===== config.mk =====
export PLATFORM = sky130hd
export DESIGN_NAME = rsrs_top
export DESIGN_NICKNAME = d
export VERILOG_FILES = /design/src/rtl/rsrs_pkg.sv /design/src/rtl/rsrs_sync.sv /design/src/rtl/rsrs_top.sv
export SDC_FILE = /design/constraint.sdc
export NUM_CORES = 1
export LEC_CHECK = 0
export ABC_AREA = 0
export BUFFER_PORTS_ARGS = -buffer_cell sky130_fd_sc_hd__buf_2
export CAP_MARGIN = 15
export CORE_UTILIZATION = 58
export CTS_BUF_LIST = sky130_fd_sc_hd__clkbuf_16
export CTS_CLUSTER_DIAMETER = 60
export DETAILED_ROUTE_END_ITERATION = 12
export PLACE_DENSITY = 0.85
export SYNTH_ARGS = -nofsm -noshare
export SYNTH_HDL_FRONTEND = slang
export SYNTH_SLANG_ARGS = --single-unit

===== constraint.sdc =====
create_clock -name clk -period 9.4 [get_ports clk]
set_input_delay 1.41 -clock clk [delete_from_list [all_inputs] [get_ports clk]]
set_output_delay 1.41 -clock clk [all_outputs]
set_load 0.01 [all_outputs]

===== src/rtl/rsrs_pkg.sv =====
/*
  Constants of the radio setup register slice: SPI command codes, register
  offsets, field positions, reset values and retry timing.
  Assumes a 50 MHz core clock and an SPI master running in mode 0.
*/
package rsrs_pkg;

  // ****************************************************************
  // Clock and timing.
  // ****************************************************************
  localparam int unsigned CLK_HZ          = 50_000_000;
  localparam int unsigned RETRY_STEP_US   = 250;
  localparam int unsigned RETRY_STEP_CYC  = RETRY_STEP_US * (CLK_HZ / 1_000_000);

  // ****************************************************************
  // SPI commands.
  // ****************************************************************
  localparam logic [2:0] CMD_READ_TOP     = 3'h0;
  localparam logic [2:0] CMD_WRITE_TOP    = 3'h1;
  localparam logic [7:0] CMD_BANK_TOGGLE  = 8'h50;
  localparam logic [7:0] BANK_TOGGLE_KEY  = 8'h53;

  // ****************************************************************
  // Register offsets.
  // ****************************************************************
  localparam logic [4:0] OFS_ADDR_WIDTH   = 5'h03;
  localparam logic [4:0] OFS_RETRANSMIT   = 5'h04;
  localparam logic [4:0] OFS_CHANNEL      = 5'h05;
  localparam logic [4:0] OFS_RADIO_SETUP  = 5'h06;
  localparam logic [4:0] OFS_STATUS       = 5'h07;

  // ****************************************************************
  // Field positions and writable masks.
  // ****************************************************************
  localparam logic [7:0] MASK_ADDR_WIDTH  = 8'h03;
  localparam logic [7:0] MASK_CHANNEL     = 8'h7f;
  localparam logic [7:0] MASK_RADIO_SETUP = 8'h3f;
  localparam int unsigned POS_DELAY_LSB   = 4;
  localparam int unsigned POS_RATE_LOW    = 5;
  localparam int unsigned POS_LOCK_FORCE  = 4;
  localparam int unsigned POS_RATE_HIGH   = 3;
  localparam int unsigned POS_POWER_LSB   = 1;
  localparam int unsigned POS_GAIN_HIGH   = 0;
  localparam int unsigned POS_BANK        = 7;

  // ****************************************************************
  // Reset values.
  // ****************************************************************
  localparam logic [7:0] RST_ADDR_WIDTH   = 8'h03;
  localparam logic [7:0] RST_RETRANSMIT   = 8'h03;
  localparam logic [7:0] RST_CHANNEL      = 8'h02;
  localparam logic [7:0] RST_RADIO_SETUP  = 8'h0f;

  // ****************************************************************
  // Address width codes and air rates.
  // ****************************************************************
  localparam logic [1:0] AW_3_BYTES       = 2'h1;
  localparam logic [1:0] AW_4_BYTES       = 2'h2;

  typedef enum logic [1:0] {
    RSRS_RATE_1M,
    RSRS_RATE_2M,
    RSRS_RATE_250K
  } rsrs_rate_e;

endpackage


===== src/rtl/rsrs_sync.sv =====
/*
  Two-flop synchroniser for a group of asynchronous pin inputs.
  Assumes the inputs change slowly compared with clk; each bit is
  synchronised on its own, so no multi-bit coherence is implied.
*/
`timescale 1ns/1ns
module rsrs_sync #(
  parameter int unsigned WIDTH = 1
) (
  input  wire logic             clk,   // Core clock.
  input  wire logic             rst,   // Asynchronous reset, active high.
  input  wire logic [WIDTH-1:0] async_i, // Pin levels.
  output logic      [WIDTH-1:0] sync_o   // Synchronised levels.
);

  logic [WIDTH-1:0] meta_q;

  initial begin
    if (WIDTH < 1) begin
      $error("rsrs_sync: WIDTH must be at least 1.");
    end
  end

  // Reset to all ones so an idle high chip select stays deselected.
  always_ff @(posedge clk or posedge rst) begin
    if (rst) begin
      meta_q <= '1;
      sync_o <= '1;
    end else begin
      meta_q <= async_i;
      sync_o <= meta_q;
    end
  end

endmodule


===== src/rtl/rsrs_top.sv =====
/*
  Radio setup register slice: address width, retransmission setup, channel,
  radio setup and the bank bit of the status register, reached over a
  four-wire SPI slave port (mode 0, MSB first).
  Assumes SCK at most 8 MHz against a 50 MHz clk so that every SCK phase
  spans several clk cycles after the two-flop synchronisers.
*/
// Functional notes
// Width code 01/10/11 gives 3/4/5 address bytes; 00 illegal; reset is five.
// Widths under five bytes keep only the least significant address bytes.
// Retry delay code gives 250 us per step, 250 to 4000 us.
// Retry count limits retransmissions; zero disables; reset allows three.
// Seven-bit channel in bits 6:0, reset 0000010, bit 7 reserved.
// Rate bits low,high: 00 1M, 01 2M reset, 10 250K, 11 2M.
// Power code in bits 2:1 selects -10,-5,0,5 dBm; resets highest.
// Bit 4 of radio setup forces lock indication; resets zero, test only.
// Status byte shifts out on MISO while the command byte shifts in.
// Status bit 7 is read-only, shows the active bank, resets zero.
// Toggle command followed by 0x53 flips the bank and status bit.
// Host writes zeros to reserved bits; device ignores other values.
`timescale 1ns/1ns
module rsrs_top
  import rsrs_pkg::*;
#(
  parameter int unsigned STEP_CYC = rsrs_pkg::RETRY_STEP_CYC
) (
  input  wire logic             clk,              // Core clock, 50 MHz.
  input  wire logic             rst,              // Asynchronous reset, active high.
  input  wire logic             spi_sck,          // SPI clock pin.
  input  wire logic             spi_csn_n,        // SPI chip select pin, active low.
  input  wire logic             spi_mosi,         // SPI data in pin.
  output logic                  spi_miso,         // SPI data out.
  output logic                  spi_miso_oe,      // MISO drive enable.
  input  wire logic [6:0]       status_low,       // Status bits 6:0 from neighbouring logic.
  input  wire logic [39:0]      stored_addr,      // Full five-byte stored address.
  output logic      [39:0]      active_addr,      // Address trimmed to configured width.
  output logic      [1:0]       address_byte_count, // Address width code.
  output logic      [3:0]       retry_delay_code, // Retransmission delay code.
  output logic      [17:0]      retry_wait_cycles,// Retransmission wait in clk cycles.
  output logic      [3:0]       retry_limit,      // Retransmission count limit.
  output logic                  retry_enable,     // Retransmission allowed.
  output logic      [6:0]       radio_channel,    // Channel number.
  output logic                  air_rate_low_bit, // Rate select low bit.
  output logic                  air_rate_high_bit,// Rate select high bit.
  output rsrs_pkg::rsrs_rate_e  air_rate,         // Decoded air rate.
  output logic                  lock_force,       // Force synthesizer lock indication.
  output logic      [1:0]       tx_power_level,   // Transmit power code.
  output logic                  receiver_gain_high, // High receiver gain.
  output logic                  bank_select_state // Active register bank.
);

  // ****************************************************************
  // Pin synchronisation.
  // ****************************************************************
  logic [2:0] pins_s;
  logic       sck_s, csn_s, mosi_s;

  rsrs_sync #(
    .WIDTH (3)
  ) u_sync (
    .clk     (clk),
    .rst     (rst),
    .async_i ({spi_sck, spi_csn_n, spi_mosi}),
    .sync_o  (pins_s)
  );

  assign sck_s  = pins_s[2];
  assign csn_s  = pins_s[1];
  assign mosi_s = pins_s[0];

  initial begin
    if (STEP_CYC < 1 || STEP_CYC * 16 > 262143) begin
      $error("rsrs_top: STEP_CYC must be 1..16383.");
    end
  end

  // ****************************************************************
  // Edge detection on the synchronised pins.
  // ****************************************************************
  logic sck_prev_q, csn_prev_q;
  logic sck_rise, sck_fall, cs_start, selected;

  always_ff @(posedge clk or posedge rst) begin
    if (rst) begin
      sck_prev_q <= 1'b0;
      csn_prev_q <= 1'b1;
    end else begin
      sck_prev_q <= sck_s;
      csn_prev_q <= csn_s;
    end
  end

  assign selected = ~csn_s;
  assign sck_rise = selected & sck_s & ~sck_prev_q;
  assign sck_fall = selected & ~sck_s & sck_prev_q;
  assign cs_start = csn_prev_q & ~csn_s;

  // ****************************************************************
  // Registers.
  // ****************************************************************
  logic [7:0] aw_q, retr_q, chan_q, setup_q;
  logic       bank_q;
  logic [7:0] status_byte;

  assign status_byte = {bank_q, status_low};

  // ****************************************************************
  // SPI receive side: bit counting, command capture, writes.
  // ****************************************************************
  logic [6:0] rx_q;
  logic [2:0] bit_q;
  logic       first_q;
  logic [7:0] cmd_q;
  logic [7:0] rx_byte;
  logic       byte_done, data_byte, wr_en, is_write;
  logic [4:0] wr_ofs;

  assign rx_byte   = {rx_q, mosi_s};
  assign byte_done = sck_rise & (bit_q == 3'h7);
  assign data_byte = byte_done & ~first_q;
  assign is_write  = (cmd_q[7:5] == CMD_WRITE_TOP);
  assign wr_ofs    = cmd_q[4:0];
  // Bank one holds other registers; this slice takes writes in bank zero only.
  assign wr_en     = data_byte & is_write & ~bank_q;

  always_ff @(posedge clk or posedge rst) begin
    if (rst) begin
      rx_q    <= 7'h00;
      bit_q   <= 3'h0;
      first_q <= 1'b1;
      cmd_q   <= 8'hff;
    end else if (!selected) begin
      bit_q   <= 3'h0;
      first_q <= 1'b1;
    end else if (sck_rise) begin
      rx_q  <= rx_byte[6:0];
      bit_q <= bit_q + 3'h1;
      if (bit_q == 3'h7 && first_q) begin
        cmd_q   <= rx_byte;
        first_q <= 1'b0;
      end
    end
  end

  // Reserved bits are masked away on write, so they always read zero.
  always_ff @(posedge clk or posedge rst) begin
    if (rst) begin
      aw_q    <= RST_ADDR_WIDTH;
      retr_q  <= RST_RETRANSMIT;
      chan_q  <= RST_CHANNEL;
      setup_q <= RST_RADIO_SETUP;
    end else if (wr_en) begin
      case (wr_ofs)
        OFS_ADDR_WIDTH:  aw_q    <= rx_byte & MASK_ADDR_WIDTH;
        OFS_RETRANSMIT:  retr_q  <= rx_byte;
        OFS_CHANNEL:     chan_q  <= rx_byte & MASK_CHANNEL;
        OFS_RADIO_SETUP: setup_q <= rx_byte & MASK_RADIO_SETUP;
        default: begin
        end
      endcase
    end
  end

  // The key byte may be any byte after the command byte in the same chip-select frame.
  always_ff @(posedge clk or posedge rst) begin
    if (rst) begin
      bank_q <= 1'b0;
    end else if (data_byte && cmd_q == CMD_BANK_TOGGLE && rx_byte == BANK_TOGGLE_KEY) begin
      bank_q <= ~bank_q;
    end
  end

  // ****************************************************************
  // SPI transmit side.
  // ****************************************************************
  logic [7:0] rd_data, tx_q;
  logic [4:0] rd_ofs;

  // On the command byte the read offset comes from the byte just received.
  assign rd_ofs = first_q ? rx_byte[4:0] : cmd_q[4:0];

  always_comb begin
    rd_data = 8'h00;
    if (bank_q == 1'b0 || rd_ofs == OFS_STATUS) begin
      case (rd_ofs)
        OFS_ADDR_WIDTH:  rd_data = aw_q;
        OFS_RETRANSMIT:  rd_data = retr_q;
        OFS_CHANNEL:     rd_data = chan_q;
        OFS_RADIO_SETUP: rd_data = setup_q;
        OFS_STATUS:      rd_data = status_byte;
        default:         rd_data = 8'h00;
      endcase
    end
  end

  logic rd_cmd;
  assign rd_cmd = first_q ? (rx_byte[7:5] == CMD_READ_TOP) : (cmd_q[7:5] == CMD_READ_TOP);

  // MISO changes on the falling SCK edge and is stable for the rising edge.
  always_ff @(posedge clk or posedge rst) begin
    if (rst) begin
      tx_q        <= 8'h00;
      spi_miso    <= 1'b0;
      spi_miso_oe <= 1'b0;
    end else begin
      spi_miso_oe <= selected;
      if (cs_start) begin
        spi_miso <= status_byte[7];
        tx_q     <= {status_byte[6:0], 1'b0};
      end else if (byte_done) begin
        tx_q <= rd_cmd ? rd_data : 8'h00;
      end else if (sck_fall) begin
        spi_miso <= tx_q[7];
        tx_q     <= {tx_q[6:0], 1'b0};
      end
    end
  end

  // ****************************************************************
  // Decoded configuration outputs.
  // ****************************************************************
  logic [39:0] addr_mask;

  always_comb begin
    case (aw_q[1:0])
      AW_3_BYTES: addr_mask = 40'h00_00ff_ffff;
      AW_4_BYTES: addr_mask = 40'h00_ffff_ffff;
      default:    addr_mask = 40'hff_ffff_ffff;
    endcase
  end

  logic [17:0] wait_cyc;
  assign wait_cyc = 18'((retr_q[7:POS_DELAY_LSB] + 5'h01) * STEP_CYC);

  rsrs_rate_e rate_d;
  always_comb begin
    case ({setup_q[POS_RATE_LOW], setup_q[POS_RATE_HIGH]})
      2'h0:    rate_d = RSRS_RATE_1M;
      2'h2:    rate_d = RSRS_RATE_250K;
      default: rate_d = RSRS_RATE_2M;
    endcase
  end

  always_ff @(posedge clk or posedge rst) begin
    if (rst) begin
      active_addr        <= 40'h00_0000_0000;
      address_byte_count <= RST_ADDR_WIDTH[1:0];
      retry_delay_code   <= RST_RETRANSMIT[7:4];
      retry_wait_cycles  <= 18'h00000;
      retry_limit        <= RST_RETRANSMIT[3:0];
      retry_enable       <= 1'b1;
      radio_channel      <= RST_CHANNEL[6:0];
      air_rate_low_bit   <= RST_RADIO_SETUP[POS_RATE_LOW];
      air_rate_high_bit  <= RST_RADIO_SETUP[POS_RATE_HIGH];
      air_rate           <= RSRS_RATE_2M;
      lock_force         <= RST_RADIO_SETUP[POS_LOCK_FORCE];
      tx_power_level     <= RST_RADIO_SETUP[2:1];
      receiver_gain_high <= RST_RADIO_SETUP[POS_GAIN_HIGH];
      bank_select_state  <= 1'b0;
    end else begin
      active_addr        <= stored_addr & addr_mask;
      address_byte_count <= aw_q[1:0];
      retry_delay_code   <= retr_q[7:POS_DELAY_LSB];
      retry_wait_cycles  <= wait_cyc;
      retry_limit        <= retr_q[3:0];
      retry_enable       <= (retr_q[3:0] != 4'h0);
      radio_channel      <= chan_q[6:0];
      air_rate_low_bit   <= setup_q[POS_RATE_LOW];
      air_rate_high_bit  <= setup_q[POS_RATE_HIGH];
      air_rate           <= rate_d;
      lock_force         <= setup_q[POS_LOCK_FORCE];
      tx_power_level     <= setup_q[POS_POWER_LSB +: 2];
      receiver_gain_high <= setup_q[POS_GAIN_HIGH];
      bank_select_state  <= bank_q;
    end
  end

endmodule


### Yosys cells after proc, flatten, opt, wreduce, memory -nomap -nowiden

Index checks and enable logic that the tools add are counted.

* register bits after elaboration: 144
* input port bits: 52
* output and inout port bits: 87

* add/subtract/negate cells: 2
* multipliers: 1
* equal/unequal tests: 17
* multiplexer cells: 18
* bitwise operators: 15
* reductions and logical operators: 20

Operator list (count)
* $pmux W40 S2: 1
* $and A40 B40 Y40: 1
* $mux W8: 5
* $pmux W8 S5: 1
* $eq A5 B3 Y1 const B: 7
* $eq A8 B7 Y1 const B: 2
* $mul A5 B12 Y16 const B: 1
* $reduce_and A2 Y1: 7
* $eq A5 B2 Y1 const B: 2
* $and A1 B1 Y1: 9
* $mux W1: 7
* $logic_not A3 Y1: 2
* $mux W3: 2
* $reduce_bool A2 Y1: 3
* $add A4 B1 Y5 const B: 1
* $mux W5: 1
* $not A1 Y1: 5
* $eq A2 B2 Y1 const B: 2
* $pmux W2 S2: 1
* $reduce_bool A4 Y1: 1
* $add A3 B1 Y3 const B: 1
* $eq A3 B1 Y1 const B: 1
* $eq A3 B3 Y1 const B: 1
* $logic_and A1 B1 Y1: 3
* other kinds (6): 6

### Logic depth before layout (Yosys ltp)

Gate-level depths: netlist of run 1.

* word-level depth: 8
* mapped depth: 14

### Hierarchy

Synthesis of run 1 repeated with hierarchy kept, for this count alone.

* cells, all modules: 445
* area total of the unflattened synthesis: 6072.1 um2

Modules (own cells, without submodules)
* rsrs_top: times used 1, cells each 438, area each 5910.7 um2, sequential area each 3490.8 um2
* rsrs_sync: times used 1, cells each 7, area each 161.4 um2, sequential area each 157.7 um2

### Worst setup path before layout of run 1

OpenSTA, ideal clock, no wires.

* kind: register to register
* start: register retr_q[4]
* end: register retry_wait_cycles[17]
* library setup time: 0.079 ns
* data arrival time: 3.064 ns
* data required time: 9.321 ns
* setup slack: 6.257 ns
* stages on the path, launching flop included: 13
* path buffers: 1
* clock period less this slack: 3.143 ns
* path through: dfrtp_1 -> clkbuf_1 -> nand3_1 -> xnor2_1 -> ha_1 -> ha_1 -> ha_1 -> ha_1 -> nand3_1 -> o2111ai_1 -> a21oi_1 -> o21ai_0 -> xor2_1

* word-level cells in the longest chain between the ends: 2

Ends and longest elaborated chain
* start, declared: line rsrs_top.sv:101 `logic [7:0] aw_q, retr_q, chan_q, setup_q;`
* start signal, assigned: line rsrs_top.sv:155 `OFS_RETRANSMIT: retr_q <= rx_byte;`
* $add A4 B1 Y5: line rsrs_top.sv:233 `assign wait_cyc = 18'((retr_q[7:POS_DELAY_LSB] + 5'h01) * STEP_CYC);`
* $mul A5 B12 Y16: line rsrs_top.sv:233
* net wait_cyc[17]: line rsrs_top.sv:232 `logic [17:0] wait_cyc;`
* end signal, assigned: line rsrs_top.sv:264 `retry_wait_cycles <= wait_cyc;`
* end, declared: line rsrs_top.sv:39 `output logic [17:0] retry_wait_cycles,`

The timed path passes the listed nets, and every way through them passes these cells.
A chain may end at the register's enable or synchronous reset.

### Final worst setup path of run 1

Ends and elaborated chain as after synthesis.

==> impl_metrics.prom, run 1 <==
# TYPE chip_impl_metric gauge
chip_impl_info{name="status",value="complete, no violations"} 1
chip_impl_metric{name="max-clock-path-buffers",unit=""} 2
chip_impl_metric{name="setup-tns-final",unit="ns"} 0
chip_impl_metric{name="io_pins",unit=""} 139
chip_impl_metric{name="grt_pass1_vias",unit=""} 4318
chip_impl_metric{name="vdd.ir_drop.worst",unit="V"} 0.0002034
chip_impl_metric{name="critPathArrivalTime",unit="ns"} 3.87
chip_impl_info{name="end_kind",value="flop"} 1
chip_impl_metric{name="final_period_minus_worst_setup_slack",unit="ns"} 3.586
chip_impl_metric{name="p_sw_share",unit="%"} 22.26
chip_impl_metric{name="synth.area.mux_share",unit="%"} 10.13
chip_impl_metric{name="drt-vias-per-instance",unit=""} 5.609
chip_impl_metric{name="grt_util_all_layers",unit="%"} 24.48
chip_impl_info{name="critical_path.most_common_cell",value="sky130_fd_sc_hd__ha_1"} 1
chip_impl_metric{name="design.die.area",unit="mm^2"} 0.01076
chip_impl_metric{name="grt_antenna_before_repair",unit=""} 0
chip_impl_metric{name="cp.required",unit="ns"} 9.68
chip_impl_info{name="list_of_cells_traversed_by_the_critical_path",value="ha_1 > xor2_1 > ha_1 > xnor2_1 > ha_1 > ha_1 > ha_1 > a21oi_1 > o2111ai_1 > a21oi_1 > o21ai_0 > xor2_1"} 1
chip_impl_metric{name="timing.fmax",unit="MHz"} 278.8
chip_impl_metric{name="asyncSetResetFlopFracSynth",unit="%"} 100.0
chip_impl_metric{name="finalSetupViolCount",unit=""} 0
chip_impl_info{name="cts.root.buffer_cell",value="sky130_fd_sc_hd__clkbuf_16"} 1
chip_impl_metric{name="dpl.cell_count",unit=""} 701
chip_impl_metric{name="skew",unit="ns"} 0.008327
chip_impl_metric{name="ys_seq_area_share",unit="%"} 60.80
chip_impl_metric{name="wire_length_of_the_first_global_routing_pass",unit="um"} 20480
chip_impl_info{name="critical_setup_path_class",value="flop to flop"} 1
chip_impl_info{name="cts_tree",value="yes"} 1
chip_impl_metric{name="max_cap_violations",unit=""} 0
chip_impl_metric{name="grt_max_degree",unit=""} 91
chip_impl_metric{name="horizontal_die_dimension",unit="um"} 103.7
chip_impl_metric{name="power.leakage",unit="nW"} 3.723
chip_impl_metric{name="placedInstanceArea",unit="mm^2"} 0.006792
chip_impl_metric{name="synth_cell_type_count",unit=""} 53
chip_impl_metric{name="critical_path_peak_fanout",unit=""} 9
chip_impl_metric{name="syn_area",unit="mm^2"} 0.006001
chip_impl_metric{name="final-instance-count-excl-fill",unit=""} 734
chip_impl_metric{name="power_switching",unit="W"} 0.0003337
chip_impl_metric{name="layout.cell_area.non_filler",unit="mm^2"} 0.007445
chip_impl_info{name="synthFlopType",value="sky130_fd_sc_hd__dfrtp_1"} 1
chip_impl_metric{name="avgSynthCellArea",unit="um^2"} 13.42
chip_impl_metric{name="power.sequential.fraction",unit="%"} 46.3
chip_impl_metric{name="critical-path-max-stage-delay",unit="ns"} 0.56
chip_impl_info{name="synth_top_family_by_area",value="multiplexers"} 1
chip_impl_metric{name="post_cts_repair_setup_buffers",unit=""} 0
chip_impl_metric{name="clock-sinks",unit=""} 144
chip_impl_metric{name="floorplan.initialDensity",unit="%"} 60.56
chip_impl_metric{name="clkPwrFrac",unit="%"} 46.8
chip_impl_metric{name="dr.pass1.iters",unit=""} 5
chip_impl_metric{name="syn-instance-count",unit=""} 447
chip_impl_metric{name="final.period_utilization",unit="%"} 38.15
chip_impl_metric{name="antenna_left",unit=""} 0
chip_impl_metric{name="detailroute.via_count",unit=""} 4117
chip_impl_metric{name="post_synth_xor_area_fraction",unit="%"} 2.481
chip_impl_metric{name="design.core.area",unit="mm^2"} 0.009910
chip_impl_metric{name="num_rows",unit=""} 36
chip_impl_metric{name="cts.reportedPaths.clkPinSlew",unit="ns"} 0.06
chip_impl_metric{name="num_antenna_cells",unit=""} 0
chip_impl_metric{name="finalWirelength",unit="um"} 12100
chip_impl_metric{name="worst-slew-pin-transition",unit="ns"} 0.9154
chip_impl_metric{name="cell_internal_pwr",unit="W"} 0.001166
chip_impl_metric{name="clock_latency",unit="ns"} 0.41
chip_impl_metric{name="ys_ff_latch",unit=""} 144
chip_impl_metric{name="gr-total-overflow",unit=""} 0
chip_impl_metric{name="drc",unit=""} 0
chip_impl_metric{name="holdBufCountCts",unit=""} 0
chip_impl_info{name="slowest_stage",value="sky130_fd_sc_hd__dfrtp_1"} 1
chip_impl_metric{name="ctsHtreeMaxLevel",unit=""} 4
chip_impl_metric{name="timing.slew.headroom",unit="%"} 37.39
chip_impl_metric{name="ctsResizeCount",unit=""} 0
chip_impl_metric{name="buffers_inverters_on_critical_path",unit=""} 0
chip_impl_metric{name="port_buffers",unit=""} 136
chip_impl_metric{name="comb_pwr_share",unit="%"} 6.9
chip_impl_metric{name="report.final.slew_viol_count",unit=""} 0
chip_impl_metric{name="final_hold_viol_count",unit=""} 0
chip_impl_metric{name="dr.first_iter.drc_count",unit=""} 289
chip_impl_metric{name="post_route_cells_drive_above_1_share",unit="%"} 41.43
chip_impl_metric{name="synth_simple_gate_area_share",unit="%"} 9.883
chip_impl_info{name="worstHoldPathType",value="flop to flop"} 1
chip_impl_metric{name="numCtsBuffers",unit=""} 17
chip_impl_metric{name="finalCoreUtilization",unit="%"} 75.13
chip_impl_metric{name="synth_compound_gate_area_share",unit="%"} 6.756
chip_impl_metric{name="finalNetCount",unit=""} 675
chip_impl_metric{name="post_drt_wl_per_cell",unit="um"} 16.49
chip_impl_metric{name="synthAdderAreaFrac",unit="%"} 7.423
chip_impl_metric{name="count_of_flip_flops_with_a_built_in_enable_after_synthesis",unit=""} 0
chip_impl_metric{name="dp.final_hpwl",unit="um"} 8399
chip_impl_metric{name="global_placer_s_final_weighted_congestion",unit=""} 0.8780
chip_impl_metric{name="fp.dieH",unit="um"} 103.7
chip_impl_info{name="cp_top_family",value="adder cells"} 1
chip_impl_metric{name="yosysWarnings",unit=""} 0
chip_impl_metric{name="cellPowerDensity",unit="mW/mm^2"} 201.4
chip_impl_info{name="cp-start-kind",value="flop"} 1
chip_impl_metric{name="area_growth_syn_to_layout",unit="%"} 24.06
chip_impl_metric{name="post-layout-total-power",unit="W"} 0.001499
chip_impl_info{name="grt_setup_unrepaired",value="no"} 1
chip_impl_metric{name="num-fill-cells",unit=""} 632
## through the flow
step	hold WS (ns)	setup WS, ns
floorplan	0.3452	4.183
global placement	0.3454	6.018
detailed placement	0.3472	5.888
CTS	0.3551	5.833
global route	0.3608	5.538
finish	0.3546	5.814
## kinds of logic after synthesis
kind of cell	Yosys count
AOI/OAI and AO/OA	59
DFF	144
adders and majority gates	35
and+or+nand+nor	101
other	1
xor gates and xnor gates	17
buffers and inverters	34
muxes	56
## path summary, 6_finish.rpt
check / slack, ns / end / start / cells past startpoint
max: 5.81 / retry_wait_cycles[17] / retr_q[4] / 12
min: 0.35 / u_sync.sync_o[0] / u_sync.meta_q[0] / 0
max reg2reg: 5.81 / retry_wait_cycles[17] / retr_q[4] / 12
min reg2reg: 0.35 / u_sync.sync_o[0] / u_sync.meta_q[0] / 0
max in group asynchronous: 7.29 / air_rate[0] / rst / 4
min in group asynchronous: 1.04 / retry_wait_cycles[10] / rst / 2
## layout make-up
cell class                      instances  area, um^2  area share [%]
Sequential cell                       144        3649           49.01
Clock buffer                           17       425.4           5.714
Clock inverter                         15       200.2           2.689
Timing Repair Buffer                  140       730.7           9.815
Inverter                               15       61.31          0.8235
Multi-Input combinational cell        270        2212           29.71
Tap cell                              133       166.4           2.235
## power by group through the flow
stage                     sequential [W]  clock, W  combinational [W]
after floorplan                 0.000686         0          0.0000681
after global placement          0.000700         0          0.0000970
final                           0.000694  0.000702           0.000103
after global routing            0.000698  0.000740           0.000116
after detailed placement        0.000702         0           0.000101
after CTS                       0.000692  0.000715           0.000102
## sequential cells by signal, indices dropped and copies added, names as in the netlist, 2 cells and up
signal              flops
radio_channel           7
u_sync.meta_q           3
address_byte_count      2
retr_q                  8
u_sync.sync_o           3
setup_q                 6
aw_q                    2
retry_wait_cycles      16
tx_q                    8
active_addr            40
retry_delay_code        4
air_rate                2
retry_limit             4
cmd_q                   8
bit_q                   3
tx_power_level          2
rx_q                    7
chan_q                  7
## worst register-to-register path, cell delays in order (launching register included)
cell	delay [ns]
sky130_fd_sc_hd__dfrtp_1	0.56
sky130_fd_sc_hd__ha_1	0.25
sky130_fd_sc_hd__xor2_1	0.39
sky130_fd_sc_hd__ha_1	0.29
sky130_fd_sc_hd__xnor2_1	0.13
sky130_fd_sc_hd__ha_1	0.26
sky130_fd_sc_hd__ha_1	0.28
sky130_fd_sc_hd__ha_1	0.34
sky130_fd_sc_hd__a21oi_1	0.28
sky130_fd_sc_hd__o2111ai_1	0.24
sky130_fd_sc_hd__a21oi_1	0.18
sky130_fd_sc_hd__o21ai_0	0.12
sky130_fd_sc_hd__xor2_1	0.16
## cells in the mapped netlist (2+ instances only)
cell type,n,area share (%)
sky130_fd_sc_hd__a21o_1,2,0.25
sky130_fd_sc_hd__a21oi_1,9,0.75
sky130_fd_sc_hd__a22oi_1,5,0.63
sky130_fd_sc_hd__a311oi_1,2,0.29
sky130_fd_sc_hd__a31oi_1,3,0.31
sky130_fd_sc_hd__and2_1,11,1.1
sky130_fd_sc_hd__and3_1,2,0.21
sky130_fd_sc_hd__and3b_1,2,0.29
sky130_fd_sc_hd__buf_2,4,0.33
sky130_fd_sc_hd__buf_4,2,0.25
sky130_fd_sc_hd__clkbuf_1,12,0.75
sky130_fd_sc_hd__dfrtp_1,108,45
sky130_fd_sc_hd__dfstp_2,36,16
sky130_fd_sc_hd__ha_1,34,7.1
sky130_fd_sc_hd__inv_1,15,0.94
sky130_fd_sc_hd__mux2_2,38,7.1
sky130_fd_sc_hd__mux2i_1,18,3.0
sky130_fd_sc_hd__nand2_1,19,1.2
sky130_fd_sc_hd__nand2b_1,3,0.31
sky130_fd_sc_hd__nand3_1,10,0.83
sky130_fd_sc_hd__nand3b_1,4,0.50
sky130_fd_sc_hd__nor2_1,15,0.94
sky130_fd_sc_hd__nor2b_1,11,1.1
sky130_fd_sc_hd__nor3_1,4,0.33
sky130_fd_sc_hd__nor3b_1,3,0.38
sky130_fd_sc_hd__nor3b_4,2,0.63
sky130_fd_sc_hd__nor4_1,3,0.31
sky130_fd_sc_hd__nor4b_1,3,0.44
sky130_fd_sc_hd__o2111ai_1,3,0.44
sky130_fd_sc_hd__o211ai_1,2,0.25
sky130_fd_sc_hd__o21ai_0,12,1.0
sky130_fd_sc_hd__o221ai_1,5,0.73
sky130_fd_sc_hd__o22a_1,4,0.58
sky130_fd_sc_hd__o22ai_1,5,0.52
sky130_fd_sc_hd__or3_1,3,0.31
sky130_fd_sc_hd__xnor2_1,10,1.5
sky130_fd_sc_hd__xor2_1,7,1.0
## layout by cell type, fill, tap and decap left out, types with 7 or more instances in the layout
| master | n |
|---|---|
| sky130_fd_sc_hd__mux2i_1 | 17 |
| sky130_fd_sc_hd__nor2b_1 | 11 |
| sky130_fd_sc_hd__o21ai_0 | 12 |
| sky130_fd_sc_hd__nand3_1 | 10 |
| sky130_fd_sc_hd__clkbuf_16 | 17 |
| sky130_fd_sc_hd__and2_1 | 11 |
| sky130_fd_sc_hd__mux2_2 | 38 |
| sky130_fd_sc_hd__nand2_1 | 19 |
| sky130_fd_sc_hd__xnor2_1 | 10 |
| sky130_fd_sc_hd__dfstp_2 | 36 |
| sky130_fd_sc_hd__a21oi_1 | 9 |
| sky130_fd_sc_hd__inv_1 | 15 |
| sky130_fd_sc_hd__buf_2 | 136 |
| sky130_fd_sc_hd__xor2_1 | 7 |
| sky130_fd_sc_hd__nor2_1 | 15 |
| sky130_fd_sc_hd__dfrtp_1 | 108 |
| sky130_fd_sc_hd__ha_1 | 34 |
## metal layers
metal | GRT usage [%] | share of wire [%]
met5 | 0 | 0
met4 | 11.12 | 2.5
met3 | 7.363 | 7.2
met2 | 39.79 | 50
met1 | 30.33 | 40
Note: power is estimated with default switching activity, not from simulation.
==> run 2, diff against run 1 <==
CORE_UTILIZATION = 54   (was 58)
PLACE_DENSITY = 0.8   (was 0.85)
clock period = 3.7 ns   (was 9.4 ns; I/O delays follow)
==> run 2 against run 1 <==
Global-route usage fell by 1.2 points. Core utilization shrank 7.0 points. Total power grew 140%. Clock skew down 0.0032 ns. Non-clock buffer count up 2. Sequential share of layout area up 0.42 points. Register-to-register slack worse by 5.6 ns. First-iteration DRC count down 41%. Largest cell class unchanged. Setup slack got worse by 5.6 ns. Critical path type unchanged. Largest power group is now registers. Worst hold slack lost 0.12 ns. Count of clock-buffer cells in the layout unchanged.
==> impl_metrics.prom, run 2 (synthesized netlist as in run 1, its figures left out) <==
# TYPE chip_impl_metric gauge
chip_impl_metric{name="grt_util_all_layers",unit="%"} 23.26
chip_impl_metric{name="timing.fmax",unit="MHz"} 289.6
chip_impl_metric{name="clock_latency",unit="ns"} 0.42
chip_impl_metric{name="finalSetupViolCount",unit=""} 0
chip_impl_metric{name="cellPowerDensity",unit="mW/mm^2"} 484.9
chip_impl_metric{name="wire_length_of_the_first_global_routing_pass",unit="um"} 20170
chip_impl_info{name="cts_tree",value="yes"} 1
chip_impl_metric{name="vdd.ir_drop.worst",unit="V"} 0.0003048
chip_impl_metric{name="holdBufCountCts",unit=""} 0
chip_impl_metric{name="detailroute.via_count",unit=""} 4049
chip_impl_info{name="status",value="complete, no violations"} 1
chip_impl_metric{name="final.period_utilization",unit="%"} 93.34
chip_impl_metric{name="critical_path_peak_fanout",unit=""} 9
chip_impl_metric{name="post-layout-total-power",unit="W"} 0.003579
chip_impl_metric{name="dp.final_hpwl",unit="um"} 8744
chip_impl_metric{name="floorplan.initialDensity",unit="%"} 55.36
chip_impl_metric{name="worst-slew-pin-transition",unit="ns"} 0.9079
chip_impl_info{name="commonest_non_fill_non_tap_cells_in_the_layout",value="136 x sky130_fd_sc_hd__buf_2, 108 x sky130_fd_sc_hd__dfrtp_1, 38 x sky130_fd_sc_hd__mux2_2"} 1
chip_impl_metric{name="report.final.slew_viol_count",unit=""} 0
chip_impl_metric{name="port_buffers",unit=""} 136
chip_impl_info{name="cp-start-kind",value="flop"} 1
chip_impl_metric{name="final_hold_viol_count",unit=""} 0
chip_impl_info{name="end_kind",value="flop"} 1
chip_impl_metric{name="antenna_left",unit=""} 0
chip_impl_metric{name="max_ffs_per_register",unit=""} 40
chip_impl_metric{name="numCtsBuffers",unit=""} 17
chip_impl_metric{name="area_growth_syn_to_layout",unit="%"} 23.00
chip_impl_metric{name="critPathArrivalTime",unit="ns"} 3.80
chip_impl_metric{name="drt-vias-per-instance",unit=""} 5.450
chip_impl_metric{name="io_pins",unit=""} 139
chip_impl_metric{name="post_drt_wl_per_cell",unit="um"} 16.51
chip_impl_info{name="final_common_cell",value="sky130_fd_sc_hd__buf_2"} 1
chip_impl_metric{name="max-clock-path-buffers",unit=""} 2
chip_impl_metric{name="cts.reportedPaths.clkPinSlew",unit="ns"} 0.06
chip_impl_metric{name="post_route_cells_drive_above_1_share",unit="%"} 42.12
chip_impl_metric{name="gr-total-overflow",unit=""} 0
chip_impl_info{name="critical_setup_path_class",value="flop to flop"} 1
chip_impl_metric{name="max_cap_violations",unit=""} 0
chip_impl_metric{name="timing.slew.headroom",unit="%"} 37.91
chip_impl_metric{name="global_placer_s_final_weighted_congestion",unit=""} 0.8524
chip_impl_metric{name="power.leakage",unit="nW"} 3.692
chip_impl_metric{name="skew",unit="ns"} 0.005170
chip_impl_metric{name="num_rows",unit=""} 38
chip_impl_info{name="biggestRegsByFlops",value="active_addr: 40 flops, retry_wait_cycles: 16 flops"} 1
chip_impl_metric{name="fp.dieH",unit="um"} 107.4
chip_impl_metric{name="dr.pass1.iters",unit=""} 4
chip_impl_metric{name="clock-sinks",unit=""} 144
chip_impl_metric{name="finalWirelength",unit="um"} 12270
chip_impl_metric{name="finalNetCount",unit=""} 677
chip_impl_info{name="worstHoldPathType",value="input port to flop"} 1
chip_impl_info{name="cts.root.buffer_cell",value="sky130_fd_sc_hd__clkbuf_16"} 1
chip_impl_info{name="grt_setup_unrepaired",value="no"} 1
chip_impl_metric{name="dr.first_iter.drc_count",unit=""} 171
chip_impl_metric{name="setup-tns-final",unit="ns"} 0
chip_impl_metric{name="ctsResizeCount",unit=""} 0
chip_impl_metric{name="drc",unit=""} 0
chip_impl_metric{name="num-fill-cells",unit=""} 814
chip_impl_metric{name="design.die.area",unit="mm^2"} 0.01154
chip_impl_metric{name="horizontal_die_dimension",unit="um"} 107.4
chip_impl_metric{name="ctsHtreeMaxLevel",unit=""} 4
chip_impl_metric{name="grt_pass1_vias",unit=""} 4080
chip_impl_metric{name="cp.required",unit="ns"} 4.05
chip_impl_metric{name="grt_antenna_before_repair",unit=""} 0
chip_impl_metric{name="num_antenna_cells",unit=""} 0
chip_impl_metric{name="grt_max_degree",unit=""} 103
chip_impl_metric{name="design.core.area",unit="mm^2"} 0.01084
chip_impl_metric{name="post_cts_repair_setup_buffers",unit=""} 0
chip_impl_metric{name="final_period_minus_worst_setup_slack",unit="ns"} 3.453
chip_impl_info{name="reg_with_most_ffs",value="active_addr"} 1
## run 2: cell count changes in the layout (fill, tap and decap cells not counted)
cell	delta
sky130_fd_sc_hd__bufinv_16	-4
sky130_fd_sc_hd__clkinv_1	-3
sky130_fd_sc_hd__buf_4	+2
sky130_fd_sc_hd__clkinv_2	+2
sky130_fd_sc_hd__clkinvlp_4	+2
sky130_fd_sc_hd__inv_6	+2
sky130_fd_sc_hd__buf_12	+1
sky130_fd_sc_hd__buf_16	-1
sky130_fd_sc_hd__clkinv_4	+1
## run 2: area by class of cell
type / count / area (um^2) / share of cell area (%)
repair buffers: 142 / 738.2 / 10.00
multi-input cells: 270 / 2212 / 29.97
clock buffers: 17 / 425.4 / 5.764
flip-flops and latches: 144 / 3649 / 49.43
well taps: 140 / 175.2 / 2.373
clock inverters: 15 / 121.4 / 1.644
inverters: 15 / 60.06 / 0.8137
## run 2: per-layer routing
metal	track usage (%)	wire [um]	vias to the layer above
met5	0	0	-
met4	8.513	232	0
met3	7.022	629	26
met2	39.91	6467	141
met1	27.60	4940	2017
li1	-	-	1865
## run 2: where the power goes
group / internal [W] / switching, W / total [W]
logic: 0.000125 / 0.000133 / 0.000259
registers: 0.00165 / 0.000105 / 0.00176
clock network: 0.000918 / 0.000643 / 0.00156
## run 2: path summary, 6_finish.rpt
check | from | endpoint | slack (ns) | cells after the start
worst min register to register | u_sync.meta_q[2] | u_sync.sync_o[2] | 0.36 | 0
worst max register to register | retr_q[4] | retry_wait_cycles[12] | 0.25 | 13
worst min-delay path | spi_csn_n | u_sync.meta_q[1] | 0.23 | 1
max in group asynchronous | rst | u_sync.meta_q[1] | 2.39 | 3
min in group asynchronous | rst | active_addr[13] | 0.32 | 2
worst max-delay path | retr_q[4] | retry_wait_cycles[12] | 0.25 | 13
## run 2: worst max-delay path, stage by stage (launching register included)
cell                      delay, ns
sky130_fd_sc_hd__dfrtp_1       0.50
sky130_fd_sc_hd__ha_1          0.28
sky130_fd_sc_hd__and3_1        0.24
sky130_fd_sc_hd__ha_1          0.25
sky130_fd_sc_hd__xnor2_1       0.14
sky130_fd_sc_hd__ha_1          0.18
sky130_fd_sc_hd__a21o_1        0.15
sky130_fd_sc_hd__ha_1          0.28
sky130_fd_sc_hd__ha_1          0.24
sky130_fd_sc_hd__or3_1         0.36
sky130_fd_sc_hd__o22ai_1       0.28
sky130_fd_sc_hd__o21ai_0       0.15
sky130_fd_sc_hd__a21oi_1       0.20
sky130_fd_sc_hd__xnor2_1       0.13
## run 2: through the flow
stage	instances	area, um^2	hold slack, ns	setup WS [ns]	util (%)
finish	743	7381	0.2327	0.2466	68.09
global placement	711	6834	0.3455	0.4088	63.04
floorplan	448	6008	0.3452	0.5567	-
detailed placement	711	6834	0.3475	0.2567	63.04
CTS	743	7381	0.2136	0.2383	68.09
global route	743	7381	0.2107	0.0007598	68.09
==> run 3, diff against run 2 <==
CORE_UTILIZATION = 30   (was 54)
PLACE_DENSITY = not set   (was 0.8)
==> run 3 against run 2 <==
Die area up 78%. Via count down 1.1%. Flip-flop and latch count unchanged. Critical path depth down 1. Routed wire length up 12%. Largest power group unchanged.
==> impl_metrics.prom, run 3 (synthesized netlist as in run 1, its figures left out) <==
# TYPE chip_impl_metric gauge
chip_impl_metric{name="timing.fmax",unit="MHz"} 298.6
chip_impl_metric{name="critical-path-max-stage-delay",unit="ns"} 0.48
chip_impl_metric{name="area_growth_syn_to_layout",unit="%"} 26.65
chip_impl_info{name="cts_tree",value="yes"} 1
chip_impl_metric{name="cts.reportedPaths.clkPinSlew",unit="ns"} 0.06
chip_impl_info{name="status",value="complete, no violations"} 1
chip_impl_metric{name="max_cap_violations",unit=""} 0
chip_impl_metric{name="drc",unit=""} 0
chip_impl_metric{name="max-clock-path-buffers",unit=""} 2
chip_impl_info{name="reg_with_most_ffs",value="active_addr"} 1
chip_impl_metric{name="floorplan.initialDensity",unit="%"} 30.73
chip_impl_metric{name="horizontal_die_dimension",unit="um"} 143.4
chip_impl_metric{name="gr-total-overflow",unit=""} 0
chip_impl_metric{name="io_pins",unit=""} 139
chip_impl_info{name="biggestRegsByFlops",value="active_addr: 40 flops, retry_wait_cycles: 16 flops"} 1
chip_impl_metric{name="finalSetupViolCount",unit=""} 0
chip_impl_info{name="critical_path.most_common_cell",value="sky130_fd_sc_hd__ha_1"} 1
chip_impl_info{name="cp-start-kind",value="flop"} 1
chip_impl_metric{name="antenna_left",unit=""} 0
chip_impl_metric{name="critical_path_peak_fanout",unit=""} 9
chip_impl_metric{name="num_rows",unit=""} 51
chip_impl_metric{name="fp.dieH",unit="um"} 143.4
chip_impl_metric{name="final_period_minus_worst_setup_slack",unit="ns"} 3.349
chip_impl_metric{name="final_hold_viol_count",unit=""} 0
chip_impl_metric{name="dr.pass1.iters",unit=""} 5
chip_impl_metric{name="dp.final_hpwl",unit="um"} 10220
chip_impl_info{name="cts.root.buffer_cell",value="sky130_fd_sc_hd__clkbuf_16"} 1
chip_impl_metric{name="cp.required",unit="ns"} 3.99
chip_impl_metric{name="global_placer_s_final_weighted_congestion",unit=""} 0.8864
chip_impl_metric{name="skew",unit="ns"} 0.005367
chip_impl_metric{name="power.leakage",unit="nW"} 3.724
chip_impl_metric{name="ctsHtreeMaxLevel",unit=""} 4
chip_impl_metric{name="cellPowerDensity",unit="mW/mm^2"} 492.2
chip_impl_info{name="grt_setup_unrepaired",value="no"} 1
chip_impl_metric{name="finalNetCount",unit=""} 678
chip_impl_metric{name="wire_length_of_the_first_global_routing_pass",unit="um"} 22240
chip_impl_metric{name="num_antenna_cells",unit=""} 0
chip_impl_metric{name="design.die.area",unit="mm^2"} 0.02057
chip_impl_info{name="final_common_cell",value="sky130_fd_sc_hd__buf_2"} 1
chip_impl_metric{name="buffers_inverters_on_critical_path",unit=""} 0
chip_impl_info{name="critical_setup_path_class",value="flop to flop"} 1
chip_impl_metric{name="max_ffs_per_register",unit=""} 40
chip_impl_info{name="end_kind",value="flop"} 1
chip_impl_metric{name="num-fill-cells",unit=""} 1897
chip_impl_info{name="slowest_stage",value="sky130_fd_sc_hd__dfrtp_2"} 1
chip_impl_metric{name="drt-vias-per-instance",unit=""} 4.606
chip_impl_metric{name="grt_pass1_vias",unit=""} 4202
chip_impl_info{name="list_of_cells_traversed_by_the_critical_path",value="ha_1 > and3_1 > ha_1 > xnor2_1 > ha_1 > ha_1 > ha_1 > a21oi_1 > o2111ai_1 > a31oi_1 > o21ai_0 > xor2_1"} 1
chip_impl_metric{name="grt_util_all_layers",unit="%"} 14.36
chip_impl_info{name="worstHoldPathType",value="input port to flop"} 1
chip_impl_metric{name="dpl.cell_count",unit=""} 837
chip_impl_metric{name="dr.first_iter.drc_count",unit=""} 174
chip_impl_metric{name="detailroute.via_count",unit=""} 4003
chip_impl_metric{name="port_buffers",unit=""} 136
chip_impl_info{name="commonest_non_fill_non_tap_cells_in_the_layout",value="136 x sky130_fd_sc_hd__buf_2, 107 x sky130_fd_sc_hd__dfrtp_1, 38 x sky130_fd_sc_hd__mux2_2"} 1
chip_impl_metric{name="clock-sinks",unit=""} 144
chip_impl_metric{name="clock_latency",unit="ns"} 0.41
chip_impl_metric{name="final.period_utilization",unit="%"} 90.53
chip_impl_metric{name="post_drt_wl_per_cell",unit="um"} 15.88
chip_impl_metric{name="critPathArrivalTime",unit="ns"} 3.64
chip_impl_metric{name="vdd.ir_drop.worst",unit="V"} 0.0003077
chip_impl_metric{name="design.core.area",unit="mm^2"} 0.01953
chip_impl_metric{name="grt_max_degree",unit=""} 112
chip_impl_metric{name="finalWirelength",unit="um"} 13800
chip_impl_metric{name="report.final.slew_viol_count",unit=""} 0
chip_impl_metric{name="worst-slew-pin-transition",unit="ns"} 0.8895
chip_impl_metric{name="grt_antenna_before_repair",unit=""} 0
chip_impl_metric{name="setup-tns-final",unit="ns"} 0
chip_impl_info{name="cp_top_family",value="adder cells"} 1
chip_impl_metric{name="holdBufCountCts",unit=""} 0
chip_impl_metric{name="post_route_cells_drive_above_1_share",unit="%"} 42.38
chip_impl_metric{name="final-instance-count-excl-fill",unit=""} 869
chip_impl_metric{name="timing.slew.headroom",unit="%"} 39.17
chip_impl_metric{name="numCtsBuffers",unit=""} 17
[run 3: layout make-up]
type | instances | area [um^2] | area share [%]
Clock buffer | 17 | 425.4 | 5.598
Timing Repair Buffer | 143 | 745.7 | 9.812
Tap cell | 265 | 331.6 | 4.363
Multi-Input combinational cell | 270 | 2220 | 29.21
Clock inverter | 15 | 167.7 | 2.206
Sequential cell | 144 | 3650 | 48.02
Inverter | 15 | 60.06 | 0.7903
[run 3: through the flow]
step	total power (W)	worst slack (ns)	hold WS [ns]	util [%]	cell area (um^2)
after global routing	0.003902	0.07786	0.2204	38.92	7600
after global placement	0.002045	0.3489	0.3454	35.84	6998
final	0.003740	0.3505	0.2370	38.92	7600
after floorplan	0.001917	0.5567	0.3452	-	6008
after CTS	0.003794	0.2032	0.2151	38.88	7591
after detailed placement	0.002055	0.2308	0.3487	35.84	6998
[run 3: power by group]
part | switching (W) | total [W] | internal [W] | leakage, nW
logic | 0.000143 | 0.000273 | 0.000130 | 1.71
clock network | 0.000657 | 0.00171 | 0.00106 | 0.294
registers | 0.0000984 | 0.00175 | 0.00165 | 1.72
[run 3: routing by layer]
| layer | vias up | global-route usage (%) | wire (um) |
|---|---|---|---|
| met3 | 20 | 2.866 | 623 |
| li1 | 1868 | - | - |
| met4 | 0 | 6.607 | 223 |
| met2 | 111 | 24.32 | 7149 |
| met5 | - | 0 | 0 |
| met1 | 2004 | 17.57 | 5800 |
[run 3: timing repair]
action | in CTS | in global routing
resized for setup | 0 | 2
setup buffers | 0 | 0
setup endpoints to repair | 0 | 2
[run 3: final timing paths]
path,startpoint,endpoint,slack (ns),cells after the start
max in group asynchronous,rst,retr_q[4],2.46,3
worst max register to register,retr_q[4],retry_wait_cycles[15],0.35,12
worst max-delay path,retr_q[4],retry_wait_cycles[15],0.35,12
worst min-delay path,spi_mosi,u_sync.meta_q[0],0.24,1
worst min register to register,u_sync.meta_q[1],u_sync.sync_o[1],0.36,0
min in group asynchronous,rst,active_addr[4],0.25,2
